===== src/common/timer_pkg.sv =====
// Package for the cascadable down-counter timer pair: map, fields, types, state
package timer_pkg;

   localparam int CNT_W = 16;
   localparam int NUM_TIMERS = 2;
   localparam int REG_ADDR_W = 8;
   localparam int PRE_W = 8;

   localparam logic [7:0] OFF_START = 8'h00;
   localparam logic [7:0] OFF_CFG0 = 8'h04;
   localparam logic [7:0] OFF_CFG1 = 8'h08;
   localparam logic [7:0] OFF_RELOAD0 = 8'h0C;
   localparam logic [7:0] OFF_RELOAD1 = 8'h10;
   localparam logic [7:0] OFF_COUNT0 = 8'h14;
   localparam logic [7:0] OFF_COUNT1 = 8'h18;
   localparam logic [7:0] OFF_STATUS = 8'h1C;
   localparam logic [7:0] OFF_MASK = 8'h20;

   localparam int PIN_LEVEL_BIT = 8;
   localparam logic [1:0] RESP_OKAY = 2'h0;
   localparam logic [1:0] RESP_SLVERR = 2'h2;
   localparam logic [CNT_W-1:0] RELOAD_RESET = 16'hFFFF;

   typedef enum logic [1:0] {
      MODE_TIMER = 2'b00,
      MODE_EVENT = 2'b01,
      MODE_ONESHOT = 2'b10,
      MODE_RSVD = 2'b11
   } mode_t;

   typedef enum logic [1:0] {
      T_IDLE = 2'b00,
      T_ARMED = 2'b01,
      T_RUN = 2'b10
   } tstate_t;

   // Source select: 0 undivided, 1 slow divider, 2 and 3 slower divider
   typedef struct packed {
      logic reserved;
      logic [1:0] src_div;
      logic edge_rising;
      logic trig_sel;
      logic pulse_en;
      mode_t mode;
   } cfg_t;

   localparam cfg_t CFG_RESET = '{reserved: 1'b0, src_div: 2'h0, edge_rising: 1'b0,
      trig_sel: 1'b0, pulse_en: 1'b0, mode: MODE_TIMER};

   typedef struct packed {
      tstate_t st;
      logic out;
      logic [CNT_W-1:0] count;
   } tmr_t;

   typedef struct packed {
      logic [NUM_TIMERS-1:0] start;
      logic [NUM_TIMERS-1:0] status;
      logic [NUM_TIMERS-1:0] irq_mask;
      cfg_t [NUM_TIMERS-1:0] cfg;
      logic [NUM_TIMERS-1:0][CNT_W-1:0] reload;
      tmr_t [NUM_TIMERS-1:0] tmr;
      logic [PRE_W-1:0] pre;
      logic pin_prev;
      logic aw_full;
      logic [REG_ADDR_W-1:0] aw_addr;
      logic w_full;
      logic [31:0] w_data;
      logic [3:0] w_strb;
      logic awready;
      logic wready;
      logic bvalid;
      logic [1:0] bresp;
      logic arready;
      logic rvalid;
      logic [1:0] rresp;
      logic [31:0] rdata;
      logic irq;
   } state_t;

endpackage


===== src/design/cascadable_down_counter_timers.sv =====
// Two chainable 16-bit down-counting timers behind an AXI4-Lite slave
// Behaviour
// - Start flag set begins decrement per source tick
// - Timer mode underflow reloads and keeps counting
// - Every underflow sets that timer's request bit
// - Second timer can count first timer's underflows
// - Chained pair forms prescaled long-period timer
// - One-shot second timer triggered by lower underflow
// - Pulse one-shot drives timer1 output high
// - Pulse one-shot end: low, reload, stop, request
// - Plain one-shot end: reload, stop, request
// - One-shot trigger select plus start arms, not starts
// - Armed timer 0 starts on chosen input edge
// - Pulse output in timer mode drives shared pin
// - Pulse off releases pin, counting continues
// - Event mode, reload zero: each input edge of the chosen polarity interrupts
// - Both timers may count the undivided source
//
// The register offsets and register access over AXI4-Lite are this design's own decisions.
module cascadable_down_counter_timers #(
   parameter int DIV_SLOW = 8,
   parameter int DIV_SLOWER = 32
) (
   input wire logic aclk,
   input wire logic aresetn,
   input wire logic awvalid,
   output logic awready,
   input wire logic [timer_pkg::REG_ADDR_W-1:0] awaddr,
   input wire logic [2:0] awprot,
   input wire logic wvalid,
   output logic wready,
   input wire logic [31:0] wdata,
   input wire logic [3:0] wstrb,
   output logic bvalid,
   input wire logic bready,
   output logic [1:0] bresp,
   input wire logic arvalid,
   output logic arready,
   input wire logic [timer_pkg::REG_ADDR_W-1:0] araddr,
   input wire logic [2:0] arprot,
   output logic rvalid,
   input wire logic rready,
   output logic [31:0] rdata,
   output logic [1:0] rresp,
   input wire logic timer0_input_pin,
   input wire logic port7_bit0_pin_in,
   output logic port7_bit0_pin_out,
   output logic port7_bit0_pin_oe,
   output logic timer1_output_pin_out,
   output logic timer1_output_pin_oe,
   output logic irq
);
   import timer_pkg::*;

   // Dividers are masked counters, so only powers of two up to the prescaler span work
   if (DIV_SLOW < 2 || DIV_SLOW > 256 || (DIV_SLOW & (DIV_SLOW - 1)) != 0 ||
       DIV_SLOWER < 2 || DIV_SLOWER > 256 || (DIV_SLOWER & (DIV_SLOWER - 1)) != 0) begin : g_bad
      $error("DIV_SLOW and DIV_SLOWER must be powers of two from 2 to 256");
   end

   localparam logic [PRE_W-1:0] MASK_SLOW = PRE_W'(DIV_SLOW - 1);
   localparam logic [PRE_W-1:0] MASK_SLOWER = PRE_W'(DIV_SLOWER - 1);

   state_t s;
   state_t next_s;
   logic [NUM_TIMERS-1:0] tick;
   logic [NUM_TIMERS-1:0] trig;
   logic [NUM_TIMERS-1:0] ev;
   logic [NUM_TIMERS-1:0] uf;
   logic pin_edge;

   function automatic logic [CNT_W-1:0] merge16(input logic [CNT_W-1:0] old,
                                                input logic [31:0] d, input logic [3:0] be);
      logic [CNT_W-1:0] r;
      r = old;
      if (be[0]) begin
         r[7:0] = d[7:0];
      end
      if (be[1]) begin
         r[15:8] = d[15:8];
      end
      return r;
   endfunction

   // Inputs are synchronous to aclk, so a one-flop history is enough for edges
   assign pin_edge = s.cfg[0].edge_rising ? (timer0_input_pin & ~s.pin_prev)
                                          : (~timer0_input_pin & s.pin_prev);

   for (genvar i = 0; i < NUM_TIMERS; i++) begin : g_src
      always_comb begin
         unique case (s.cfg[i].src_div)
            2'h0: tick[i] = 1'b1;
            2'h1: tick[i] = (s.pre & MASK_SLOW) == MASK_SLOW;
            default: tick[i] = (s.pre & MASK_SLOWER) == MASK_SLOWER;
         endcase
      end
   end

   always_comb begin
      logic [NUM_TIMERS-1:0] clr;
      logic step;
      next_s = s;
      uf = '0;
      ev = '0;
      trig = '0;
      clr = '0;
      step = 1'b0;
      next_s.pre = s.pre + PRE_W'(1);
      next_s.pin_prev = timer0_input_pin;

      for (int i = 0; i < NUM_TIMERS; i++) begin
         // Lower timer takes the input pin, the upper one its neighbour's underflow
         trig[i] = (i == 0) ? pin_edge : uf[0];
         ev[i] = (i == 0) ? pin_edge : uf[0];
         if (!s.start[i]) begin
            next_s.tmr[i].st = T_IDLE;
            next_s.tmr[i].out = 1'b0;
         end else begin
            unique case (s.tmr[i].st)
               T_IDLE: begin
                  if (s.cfg[i].mode == MODE_ONESHOT && s.cfg[i].trig_sel) begin
                     next_s.tmr[i].st = T_ARMED;
                  end else begin
                     next_s.tmr[i].st = T_RUN;
                     next_s.tmr[i].count = s.reload[i];
                     next_s.tmr[i].out = s.cfg[i].pulse_en && s.cfg[i].mode == MODE_ONESHOT;
                  end
               end
               T_ARMED: begin
                  if (trig[i]) begin
                     next_s.tmr[i].st = T_RUN;
                     next_s.tmr[i].count = s.reload[i];
                     next_s.tmr[i].out = s.cfg[i].pulse_en;
                  end
               end
               T_RUN: begin
                  step = (s.cfg[i].mode == MODE_EVENT) ? ev[i] : tick[i];
                  if (step && s.cfg[i].mode == MODE_ONESHOT) begin
                     if (s.tmr[i].count <= CNT_W'(1)) begin
                        uf[i] = 1'b1;
                        next_s.tmr[i].count = s.reload[i];
                        next_s.tmr[i].out = 1'b0;
                        next_s.tmr[i].st = s.cfg[i].trig_sel ? T_ARMED : T_IDLE;
                        // A non-triggered one-shot runs once; software restarts it
                        next_s.start[i] = s.cfg[i].trig_sel;
                     end else begin
                        next_s.tmr[i].count = s.tmr[i].count - CNT_W'(1);
                     end
                  end else if (step) begin
                     if (s.tmr[i].count == '0) begin
                        uf[i] = 1'b1;
                        next_s.tmr[i].count = s.reload[i];
                        next_s.tmr[i].out = s.cfg[i].pulse_en & ~s.tmr[i].out;
                     end else begin
                        next_s.tmr[i].count = s.tmr[i].count - CNT_W'(1);
                     end
                  end
               end
               default: next_s.tmr[i].st = T_IDLE;
            endcase
         end
      end

      // Bus write channels are taken independently and joined before the response
      if (awvalid && s.awready) begin
         next_s.aw_full = 1'b1;
         next_s.aw_addr = awaddr;
      end
      if (wvalid && s.wready) begin
         next_s.w_full = 1'b1;
         next_s.w_data = wdata;
         next_s.w_strb = wstrb;
      end
      if (s.bvalid && bready) begin
         next_s.bvalid = 1'b0;
      end
      if (s.aw_full && s.w_full && !s.bvalid) begin
         next_s.aw_full = 1'b0;
         next_s.w_full = 1'b0;
         next_s.bvalid = 1'b1;
         next_s.bresp = RESP_OKAY;
         unique case (s.aw_addr)
            OFF_START: begin
               // Applied after the timer update, so a software set beats a done-clear
               if (s.w_strb[0]) begin
                  next_s.start = s.w_data[NUM_TIMERS-1:0];
               end
            end
            OFF_CFG0: begin
               if (s.w_strb[0]) begin
                  next_s.cfg[0] = cfg_t'(s.w_data[7:0] & 8'h7F);
               end
            end
            OFF_CFG1: begin
               if (s.w_strb[0]) begin
                  next_s.cfg[1] = cfg_t'(s.w_data[7:0] & 8'h7F);
               end
            end
            OFF_RELOAD0: next_s.reload[0] = merge16(s.reload[0], s.w_data, s.w_strb);
            OFF_RELOAD1: next_s.reload[1] = merge16(s.reload[1], s.w_data, s.w_strb);
            OFF_STATUS: begin
               if (s.w_strb[0]) begin
                  clr = s.w_data[NUM_TIMERS-1:0];
               end
            end
            OFF_MASK: begin
               if (s.w_strb[0]) begin
                  next_s.irq_mask = s.w_data[NUM_TIMERS-1:0];
               end
            end
            OFF_COUNT0, OFF_COUNT1: next_s.bresp = RESP_OKAY;
            default: next_s.bresp = RESP_SLVERR;
         endcase
      end
      next_s.awready = ~next_s.aw_full;
      next_s.wready = ~next_s.w_full;

      // Set wins over a write-one-to-clear landing in the same cycle
      next_s.status = (s.status & ~clr) | uf;
      next_s.irq = |(next_s.status & next_s.irq_mask);

      if (s.rvalid && rready) begin
         next_s.rvalid = 1'b0;
      end
      if (arvalid && s.arready) begin
         next_s.rvalid = 1'b1;
         next_s.rresp = RESP_OKAY;
         next_s.rdata = '0;
         unique case (araddr)
            OFF_START: begin
               next_s.rdata[NUM_TIMERS-1:0] = s.start;
               next_s.rdata[PIN_LEVEL_BIT] = port7_bit0_pin_in;
            end
            OFF_CFG0: next_s.rdata[7:0] = s.cfg[0];
            OFF_CFG1: next_s.rdata[7:0] = s.cfg[1];
            OFF_RELOAD0: next_s.rdata[CNT_W-1:0] = s.reload[0];
            OFF_RELOAD1: next_s.rdata[CNT_W-1:0] = s.reload[1];
            OFF_COUNT0: next_s.rdata[CNT_W+1:0] = {s.tmr[0].st, s.tmr[0].count};
            OFF_COUNT1: next_s.rdata[CNT_W+1:0] = {s.tmr[1].st, s.tmr[1].count};
            OFF_STATUS: next_s.rdata[NUM_TIMERS-1:0] = s.status;
            OFF_MASK: next_s.rdata[NUM_TIMERS-1:0] = s.irq_mask;
            default: next_s.rresp = RESP_SLVERR;
         endcase
      end
      next_s.arready = ~next_s.rvalid;
   end

   always_ff @(posedge aclk) begin
      if (!aresetn) begin
         s <= '0;
         s.cfg <= {NUM_TIMERS{CFG_RESET}};
         s.reload <= {NUM_TIMERS{RELOAD_RESET}};
         s.awready <= 1'b1;
         s.wready <= 1'b1;
         s.arready <= 1'b1;
      end else begin
         s <= next_s;
      end
   end

   assign awready = s.awready;
   assign wready = s.wready;
   assign bvalid = s.bvalid;
   assign bresp = s.bresp;
   assign arready = s.arready;
   assign rvalid = s.rvalid;
   assign rdata = s.rdata;
   assign rresp = s.rresp;
   assign irq = s.irq;
   assign port7_bit0_pin_out = s.tmr[0].out;
   assign port7_bit0_pin_oe = s.cfg[0].pulse_en;
   assign timer1_output_pin_out = s.tmr[1].out;
   assign timer1_output_pin_oe = s.cfg[1].pulse_en;
endmodule


===== config.mk =====
export PLATFORM = sky130hd
export DESIGN_NAME = cascadable_down_counter_timers
export DESIGN_NICKNAME = d
export VERILOG_FILES = /design/src/common/timer_pkg.sv /design/src/design/cascadable_down_counter_timers.sv
export SDC_FILE = /design/constraint.sdc
export NUM_CORES = 1
export LEC_CHECK = 0
export BUFFER_PORTS_ARGS = -buffer_cell sky130_fd_sc_hd__buf_2
export CAP_MARGIN = 0
export CORE_UTILIZATION = 42
export DETAILED_ROUTE_END_ITERATION = 10
export GPL_ROUTABILITY_DRIVEN = 0
export PLACE_DENSITY = 0.67
export SLEW_MARGIN = 20
export SYNTH_ARGS = -nofsm -noshare
export SYNTH_HDL_FRONTEND = slang
export SYNTH_SLANG_ARGS = --single-unit

===== constraint.sdc =====
create_clock -name aclk -period 2.97 [get_ports aclk]
set_input_delay 0.1485 -clock aclk [delete_from_list [all_inputs] [get_ports aclk]]
set_output_delay 0.1485 -clock aclk [all_outputs]
set_load 0.005 [all_outputs]

==> metrics.md, run 1 <==
| Metric | Value |
|---|---|
| Aggregate global-route resource usage | `approximately 25%` |
| Pin count of the biggest net entering global routing | `53` |
| Max VDD drop | `0.000421 V` |
| CTS sink count | `150` |
| Register with the highest flop count | `s` |
| Remaining Overflow, GRT | `0` |
| DP Worst Slack | `about 0.29 ns` |
| Core area | `~19000 um^2` |
| Launch point of the worst reg-to-reg path | `s[89]` |
| Largest delay contributor family on the critical path | `compound AO/OA/AOI/OAI gates` |
| Diode count | `0` |
| Site Rows | `50` |
| Post-synth top flop | `dfxtp_1` |
| Initial Utilization | `42.7%` |
| WP depth | `11` |
| Critical Path Fanout Max | `10` |
| Die ar. | `19600 um^2` |
| Number of flops mapped to enable cells by yosys | `0` |
| CTS Buffer Depth | `2` |
| Finish-stage setup viols | `0` |
| Synth top area cells | `dfxtp_1 (38%), mux2i_1 (8.4%), nand2_1 (6.1%)` |
| Clk_lat worst skew | `0.43 ns` |
| Int Pwr | `~3.5 mW` |
| Hold/Removal Path Class | `input port to flip-flop` |
| Synth unique cells | `79` |
| FMAX | `roughly 0.37 GHz` |
| Sequential Power Share | `a little under half` |
| I/O pins | `around 110` |
| Worst min-delay path startpoint | `port7_bit0_pin_in` |
| Syn avg cell area | `8.18 um^2` |
| Final worst slack | `0.244 ns` |
| Root buffer cell | `clkbuf_16` |
| Die Y | `140 um` |
| Vias in the first global route | `about 7k` |
| H-tree levels | `4` |
| Share of the synthesized area in the top cell type | `37.6%` |
| Post-Synth Adder-Cell Area | `2.66%` |
| DRT Wirelength | `23.5 mm` |
| Status | `completed` |
| DP HPWL | `~17 mm` |
| First-pass GRT wire length | `37.6 mm` |
| Sw Pwr | `1.06 mW` |
| PwrDens | `492 nW/um^2` |
| Kind of critical path | `flip-flop to flip-flop` |
| Max-slew violations | `0` |
| Crit path cell chain | `ha_1 > and3_1 > ha_1 > nand2b_1 > nand3_1 > a211oi_1 > buf_4 > a31oi_1 > buf_4 > o311ai_0 > o31ai_1` |
| Commonest cells after routing, fill and taps aside | `dfxtp_1 (150), nand2_1 (129), a21oi_1 (81)` |
| Setup bufs post-CTS | `0` |
| Slowest Stage Delay on Critical Path | `~0.38 ns` |
| Worst hold stages | `3` |
| CP startpoint | `s[89]` |
| Post-synthesis compound-gate area fraction | `21.3%` |
| Die width | `around 140 um` |
| Post-synthesis mux area share | `8.39%` |
| Synthesized cell area | `between 7000 and 8000 um^2` |
| Setup crit end | `s[128]` |
| Hold Vio Cnt, Final | `0` |
| Largest family of logic cells by synthesized area | `simple AND/OR/NAND/NOR gates` |
| Worst Clk Skew | `0.00632 ns` |
| Comb pwr share | `~6.6%` |
| Seq cells post-synth | `150` |
| Nets | `around 1.1k` |
| Share of cells above drive strength 1 | `14.2%` |
| Startpoint Class | `flip-flop` |
| Clk network pwr share | `between 40% and 50%` |
| Cell taking the most area after synthesis | `dfxtp_1` |
| Post-Synthesis Cells | `just under 1k` |
| Final Cycle Share | `91.8%` |
| Worst EP required | `3.25 ns` |
| DR vias/cell | `5.82` |
| Drc violations | `0` |
| Crit-path slowest cell | `o311ai_0` |
| Pre-antenna DRT Iters | `5` |
| Post-Synth XOR/XNOR Area | `0.658%` |
| DRT iter0 DRCs | `962` |
| Leakage power | `3.81 nW` |
| Arr. time, crit path | `3.01 ns` |
| Register area | `3000 um^2` |
| Worst path bufs/invs | `2` |
| Final Util | `49.9%` |
| Post-Synth Simple-Gate Area | `21.4%` |
| Sw Ratio | `23.0%` |
| Synthesis-to-layout area growth | `16.9%` |
| Routed len/inst | `18.0 um` |
| R2r setup slk | `0.24 ns` |
| CTS tree | `yes` |
| Max FFs per register | `120` |
| Final Critical Period | `2.73 ns` |
| Fill cells | `roughly 1.8k` |
| Number of max-cap violations | `0` |
| Sequential-to-total area share from yosys stat | `between 30% and 40%` |
| Clock-pin slew on the worst setup and hold paths | `0.06 ns` |
| Most common cell after layout, fill and taps aside | `dfxtp_1` |
| Antenna Violating Nets Remaining | `0` |
| Slew at the pin with the worst max-slew slack | `0.741 ns` |
| Reg2reg path depth | `11` |
| Syn. warnings | `0` |
| Crit. End Element | `flip-flop` |
| Crit Reg-Reg Endpoint | `s[128]` |
| Area occupied by multi-input gates | `4410 um^2` |
| Final setup TNS | `0 ns` |
| Initial antenna violation count | `0` |
| Final total power | `4.59 mW` |
| Async SR Flop Fraction | `0%` |
| Num CTS Buffers | `17` |
| Routed via count | `7576` |
| Port Buffers | `just over 70` |
| Slew HR | `50.5%` |
[kinds of logic after synthesis]
| group | after synthesis |
|---|---|
| xor gates and xnor gates | 6 |
| AOI/OAI and AO/OA | 259 |
| DFF | 150 |
| muxes | 67 |
| adders and majority gates | 17 |
| buffers and inverters | 122 |
| other | 1 |
| and+or+nand+nor | 355 |
[cells in the mapped netlist, types with 3 or more instances]
cell type,number
o221ai_1,3
o22ai_1,14
or3_1,6
a311oi_1,11
and3_1,7
and4_1,3
a22oi_1,18
buf_4,37
o311ai_0,9
a32oi_1,8
a22o_1,3
mux2i_1,67
nand4_1,5
o31ai_1,14
nor2_1,79
inv_1,28
nand2b_1,4
dfxtp_1,150
nand3b_1,3
buf_1,3
a21oi_1,82
clkbuf_1,47
a2bb2oi_1,7
or4_1,4
a211oi_1,10
a221oi_1,3
nand3_1,25
nand2_1,129
nor3_1,33
xor2_1,6
a31oi_1,9
o21a_1,3
and3b_1,3
and2_1,14
o211ai_1,4
o21ai_0,39
nor4_1,13
ha_1,17
nor2b_1,8
[cell type report]
| type | count | share of cell area, % |
|---|---|---|
| Inverter | 29 | 1.17 |
| Timing Repair Buffer | 139 | 10.0 |
| Sequential cell | 150 | 32.2 |
| Clock inverter | 8 | 1.34 |
| Multi-Input combinational cell | 720 | 47.3 |
| Tap cell | 234 | 3.13 |
| Clock buffer | 21 | 4.93 |
[stage by stage]
stage	area (um^2)	hold WS [ns]	instances
after floorplan	8050	0.270	992
after global placement	8460	0.393	1243
after detailed placement	8460	0.394	1243
after CTS	9340	0.0835	1301
after global routing	9340	0.112	1301
final	9340	0.101	1301
[worst min path at each step]
stage | slack (ns) | end
2_1_floorplan | 0.27 | s[88]
3_3_place_gp | 0.39 | s[52]
3_5_place_dp | 0.39 | s[47]
4_1_cts | 0.08 | rresp[1]
5_1_grt | 0.11 | rdata[1]
6_report | 0.10 | rdata[8]
[power groups by stage]
stage	sequential (mW)	combinational, mW	clock, mW
2_1_floorplan	2.13	0.205	0
6_report	2.11	0.302	2.18
5_1_grt	2.11	0.336	2.30
3_5_place_dp	2.15	0.271	0
3_3_place_gp	2.15	0.269	0
4_1_cts	2.11	0.300	2.21
[worst reg2reg max path: cells and delay by family, from the launching register on]
| kind | cells | cell delay (ns) |
|---|---|---|
| compound gates | 4 | 0.94 |
| buf+inv | 2 | 0.40 |
| flops | 1 | 0.35 |
| fa+ha+maj | 2 | 0.33 |
| simple gates | 3 | 0.58 |
[metal layers]
| metal | vias to the layer above | track usage (%) | wire (um) |
|---|---|---|---|
| met1 | 3523 | 34.6 | 10700 |
| met2 | 336 | 36.3 | 10000 |
| met4 | 0 | 9.83 | 736 |
| li1 | 3669 | - | - |
| met5 | - | 0 | 0 |
| met3 | 48 | 5.37 | 2000 |
[what timing repair did]
item,in CTS,in global routing
gates resized for setup,0,2
endpoints found under the setup margin,0,3
hold buffers,29,0
hold endpoints to repair,29,0
Note: power is estimated with default switching activity, not from simulation.
==> inputs of run 2 (changes only) <==
Settings changed: RECOVER_POWER set to 50.
==> run 2 against run 1 <==
Compared with the run above:
- first-iteration DRC count increased by 3.7%
- utilization shrank 0.19 points
- clock-buffer cell count unchanged
- combinational power down 2%
- setup slack barely moved
- register-to-register slack barely moved
- clock skew is 0.0013 ns lower
- cell area shrank 0.38%
- routed wire length increased by 0.20%
- cell count is the same
- die area unchanged
- critical endpoint unchanged
- highest routed layer unchanged
==> metrics.md, run 2 (synthesis results as in run 1) <==
| Metric | Value |
|---|---|
| Num CTS Buffers | `17` |
| Commonest cells after routing, fill and taps aside | `dfxtp_1 (150), nand2_1 (129), a21oi_1 (81)` |
| Remaining Overflow, GRT | `0` |
| Crit. End Element | `flip-flop` |
| Worst path bufs/invs | `2` |
| H-tree levels | `4` |
| Sw Pwr | `1.06 mW` |
| Crit Reg-Reg Endpoint | `s[128]` |
| Worst Clk Skew | `roughly 0.0051 ns` |
| Register with the highest flop count | `s` |
| Final worst slack | `~0.24 ns` |
| Int Pwr | `3.53 mW` |
| Initial antenna violation count | `0` |
| Antenna Violating Nets Remaining | `0` |
| Hold/Removal Path Class | `input port to flip-flop` |
| Slew HR | `20.3%` |
| Sequential Power Share | `a little under half` |
| Crit path cell chain | `ha_1 > and3_1 > ha_1 > nand2b_1 > nand3_1 > a211oi_1 > buf_4 > a31oi_1 > buf_4 > o311ai_0 > o31ai_1` |
| First-pass GRT wire length | `37.6 mm` |
| Site Rows | `50` |
| Clock-pin slew on the worst setup and hold paths | `about 0.06 ns` |
| Final cell count without fillers | `1301` |
| Nets | `roughly 1.1k` |
| Finish-stage setup viols | `0` |
| Arr. time, crit path | `3.01 ns` |
| Die width | `140 um` |
| Startpoint Class | `flip-flop` |
| Max-slew violations | `0` |
| DP Worst Slack | `0.288 ns` |
| R2r setup slk | `0.24 ns` |
| CTS sink count | `150` |
| Crit-path slowest cell | `o311ai_0` |
| Placed insts | `1243` |
| Share of cells above drive strength 1 | `about an eighth` |
| Vias in the first global route | `roughly 7.0k` |
| Final Critical Period | `around 2.7 ns` |
| Hold Path End | `rresp[1]` |
| Core area | `about 19000 um^2` |
| Pre-antenna DRT Iters | `6` |
| Final Cycle Share | `91.8%` |
| Diode count | `0` |
| Routed via count | `roughly 7.6k` |
| Most common cell after layout, fill and taps aside | `dfxtp_1` |
| FMAX | `0.367 GHz` |
| DR vias/cell | `5.83` |
| Number of max-cap violations | `0` |
| Comb pwr share | `between 6 and 7%` |
| Critical Path Fanout Max | `10` |
| Clk_lat worst skew | `approximately 0.43 ns` |
| I/O pins | `113` |
| Routed len/inst | `about 18 um` |
| Aggregate global-route resource usage | `~25%` |
| Sw Ratio | `23.1%` |
| Worst min-delay path startpoint | `araddr[5]` |
| Die ar. | `19600 um^2` |
| Slowest Stage Delay on Critical Path | `0.38 ns` |
| Worst hold stages | `3` |
| Die Y | `140 um` |
| Slew at the pin with the worst max-slew slack | `1.20 ns` |
| Port Buffers | `72` |
| PwrDens | `493 nW/um^2` |
| Synthesis-to-layout area growth | `16.4%` |
| DRT Wirelength | `23.5 mm` |
| Worst EP required | `3.25 ns` |
| DP HPWL | `16.8 mm` |
| Drc violations | `0` |
| CTS Buffer Depth | `2` |
| Clk network pwr share | `47.6%` |
| Largest delay contributor family on the critical path | `compound AO/OA/AOI/OAI gates` |
| Root buffer cell | `clkbuf_16` |
| Max VDD drop | `0.000423 V` |
| Launch point of the worst reg-to-reg path | `s[89]` |
| Reg2reg path depth | `11` |
| Status | `completed` |
| DRT iter0 DRCs | `998` |
| Fill cells | `roughly 1.8k` |
| Hold Vio Cnt, Final | `0` |
| Initial Utilization | `between 40% and 50%` |
| CTS tree | `yes` |
| Kind of critical path | `flip-flop to flip-flop` |
| Pin count of the biggest net entering global routing | `53` |
| Leakage power | `between 3 and 4 nW` |
| Max FFs per register | `120` |
| Setup bufs post-CTS | `0` |
## run 2: per-layer routing
layer | up-vias | wire [um] | global-route usage (%)
met5 | - | 0 | 0
met4 | 0 | 722 | 9.83
met3 | 46 | 2010 | 5.37
met2 | 363 | 10100 | 36.3
met1 | 3515 | 10700 | 34.6
li1 | 3667 | - | -
## run 2: repair_timing
action / 4_1_cts / 5_1_grt
hold buffers: 29 / 0
setup endpoints to repair: 0 / 3
hold endpoints to repair: 29 / 0
resized for setup: 0 / 2
## run 2: final cells by class
| type | count | area, um^2 | share of cell area, % |
|---|---|---|---|
| Tap cell | 234 | 293 | 3.15 |
| Clock buffer | 21 | 460 | 4.95 |
| Multi-Input combinational cell | 720 | 4410 | 47.4 |
| Clock inverter | 8 | 125 | 1.34 |
| Inverter | 29 | 109 | 1.17 |
| Sequential cell | 150 | 3000 | 32.3 |
| Timing Repair Buffer | 139 | 901 | 9.68 |
## run 2: worst reg2reg max path, delay by kind of cell (launching register included)
| kind | cells | cell delay (ns) |
|---|---|---|
| adders and majority gates | 2 | 0.33 |
| buffers and inverters | 2 | 0.40 |
| and+or+nand+nor | 3 | 0.58 |
| DFF | 1 | 0.35 |
| AOI/OAI and AO/OA | 4 | 0.93 |
## run 2: power by group through the flow
stage / Combinational [mW] / Sequential (mW) / Clock [mW]
2_1_floorplan: 0.205 / 2.13 / 0
4_1_cts: 0.300 / 2.11 / 2.21
3_5_place_dp: 0.271 / 2.15 / 0
5_1_grt: 0.331 / 2.11 / 2.30
3_3_place_gp: 0.269 / 2.15 / 0
6_report: 0.297 / 2.11 / 2.18
## run 2: per-stage QoR
step / power, mW / hold WS, ns / utilization [%] / TNS, ns / area [um^2]
detailed placement: 2.42 / 0.394 / 45.2 / 0 / 8460
finish: 4.59 / 0.105 / 49.7 / 0 / 9310
floorplan: 2.33 / 0.270 / - / 0 / 8050
global route: 4.74 / 0.112 / 49.7 / -0.00723 / 9310
global placement: 2.42 / 0.393 / 45.2 / 0 / 8460
CTS: 4.62 / 0.0835 / 49.9 / 0 / 9340
## run 2: worst max path at each step
stage / from / end / slack [ns] / cells after the start
after global routing: s[89] / s[118] / -0.007 / 11
final: s[89] / s[128] / 0.24 / 11
after CTS: s[89] / s[121] / 0.26 / 8
after global placement: s[89] / s[121] / 0.34 / 8
after detailed placement: s[89] / s[121] / 0.29 / 8
after floorplan: s[89] / s[102] / 0.47 / 8
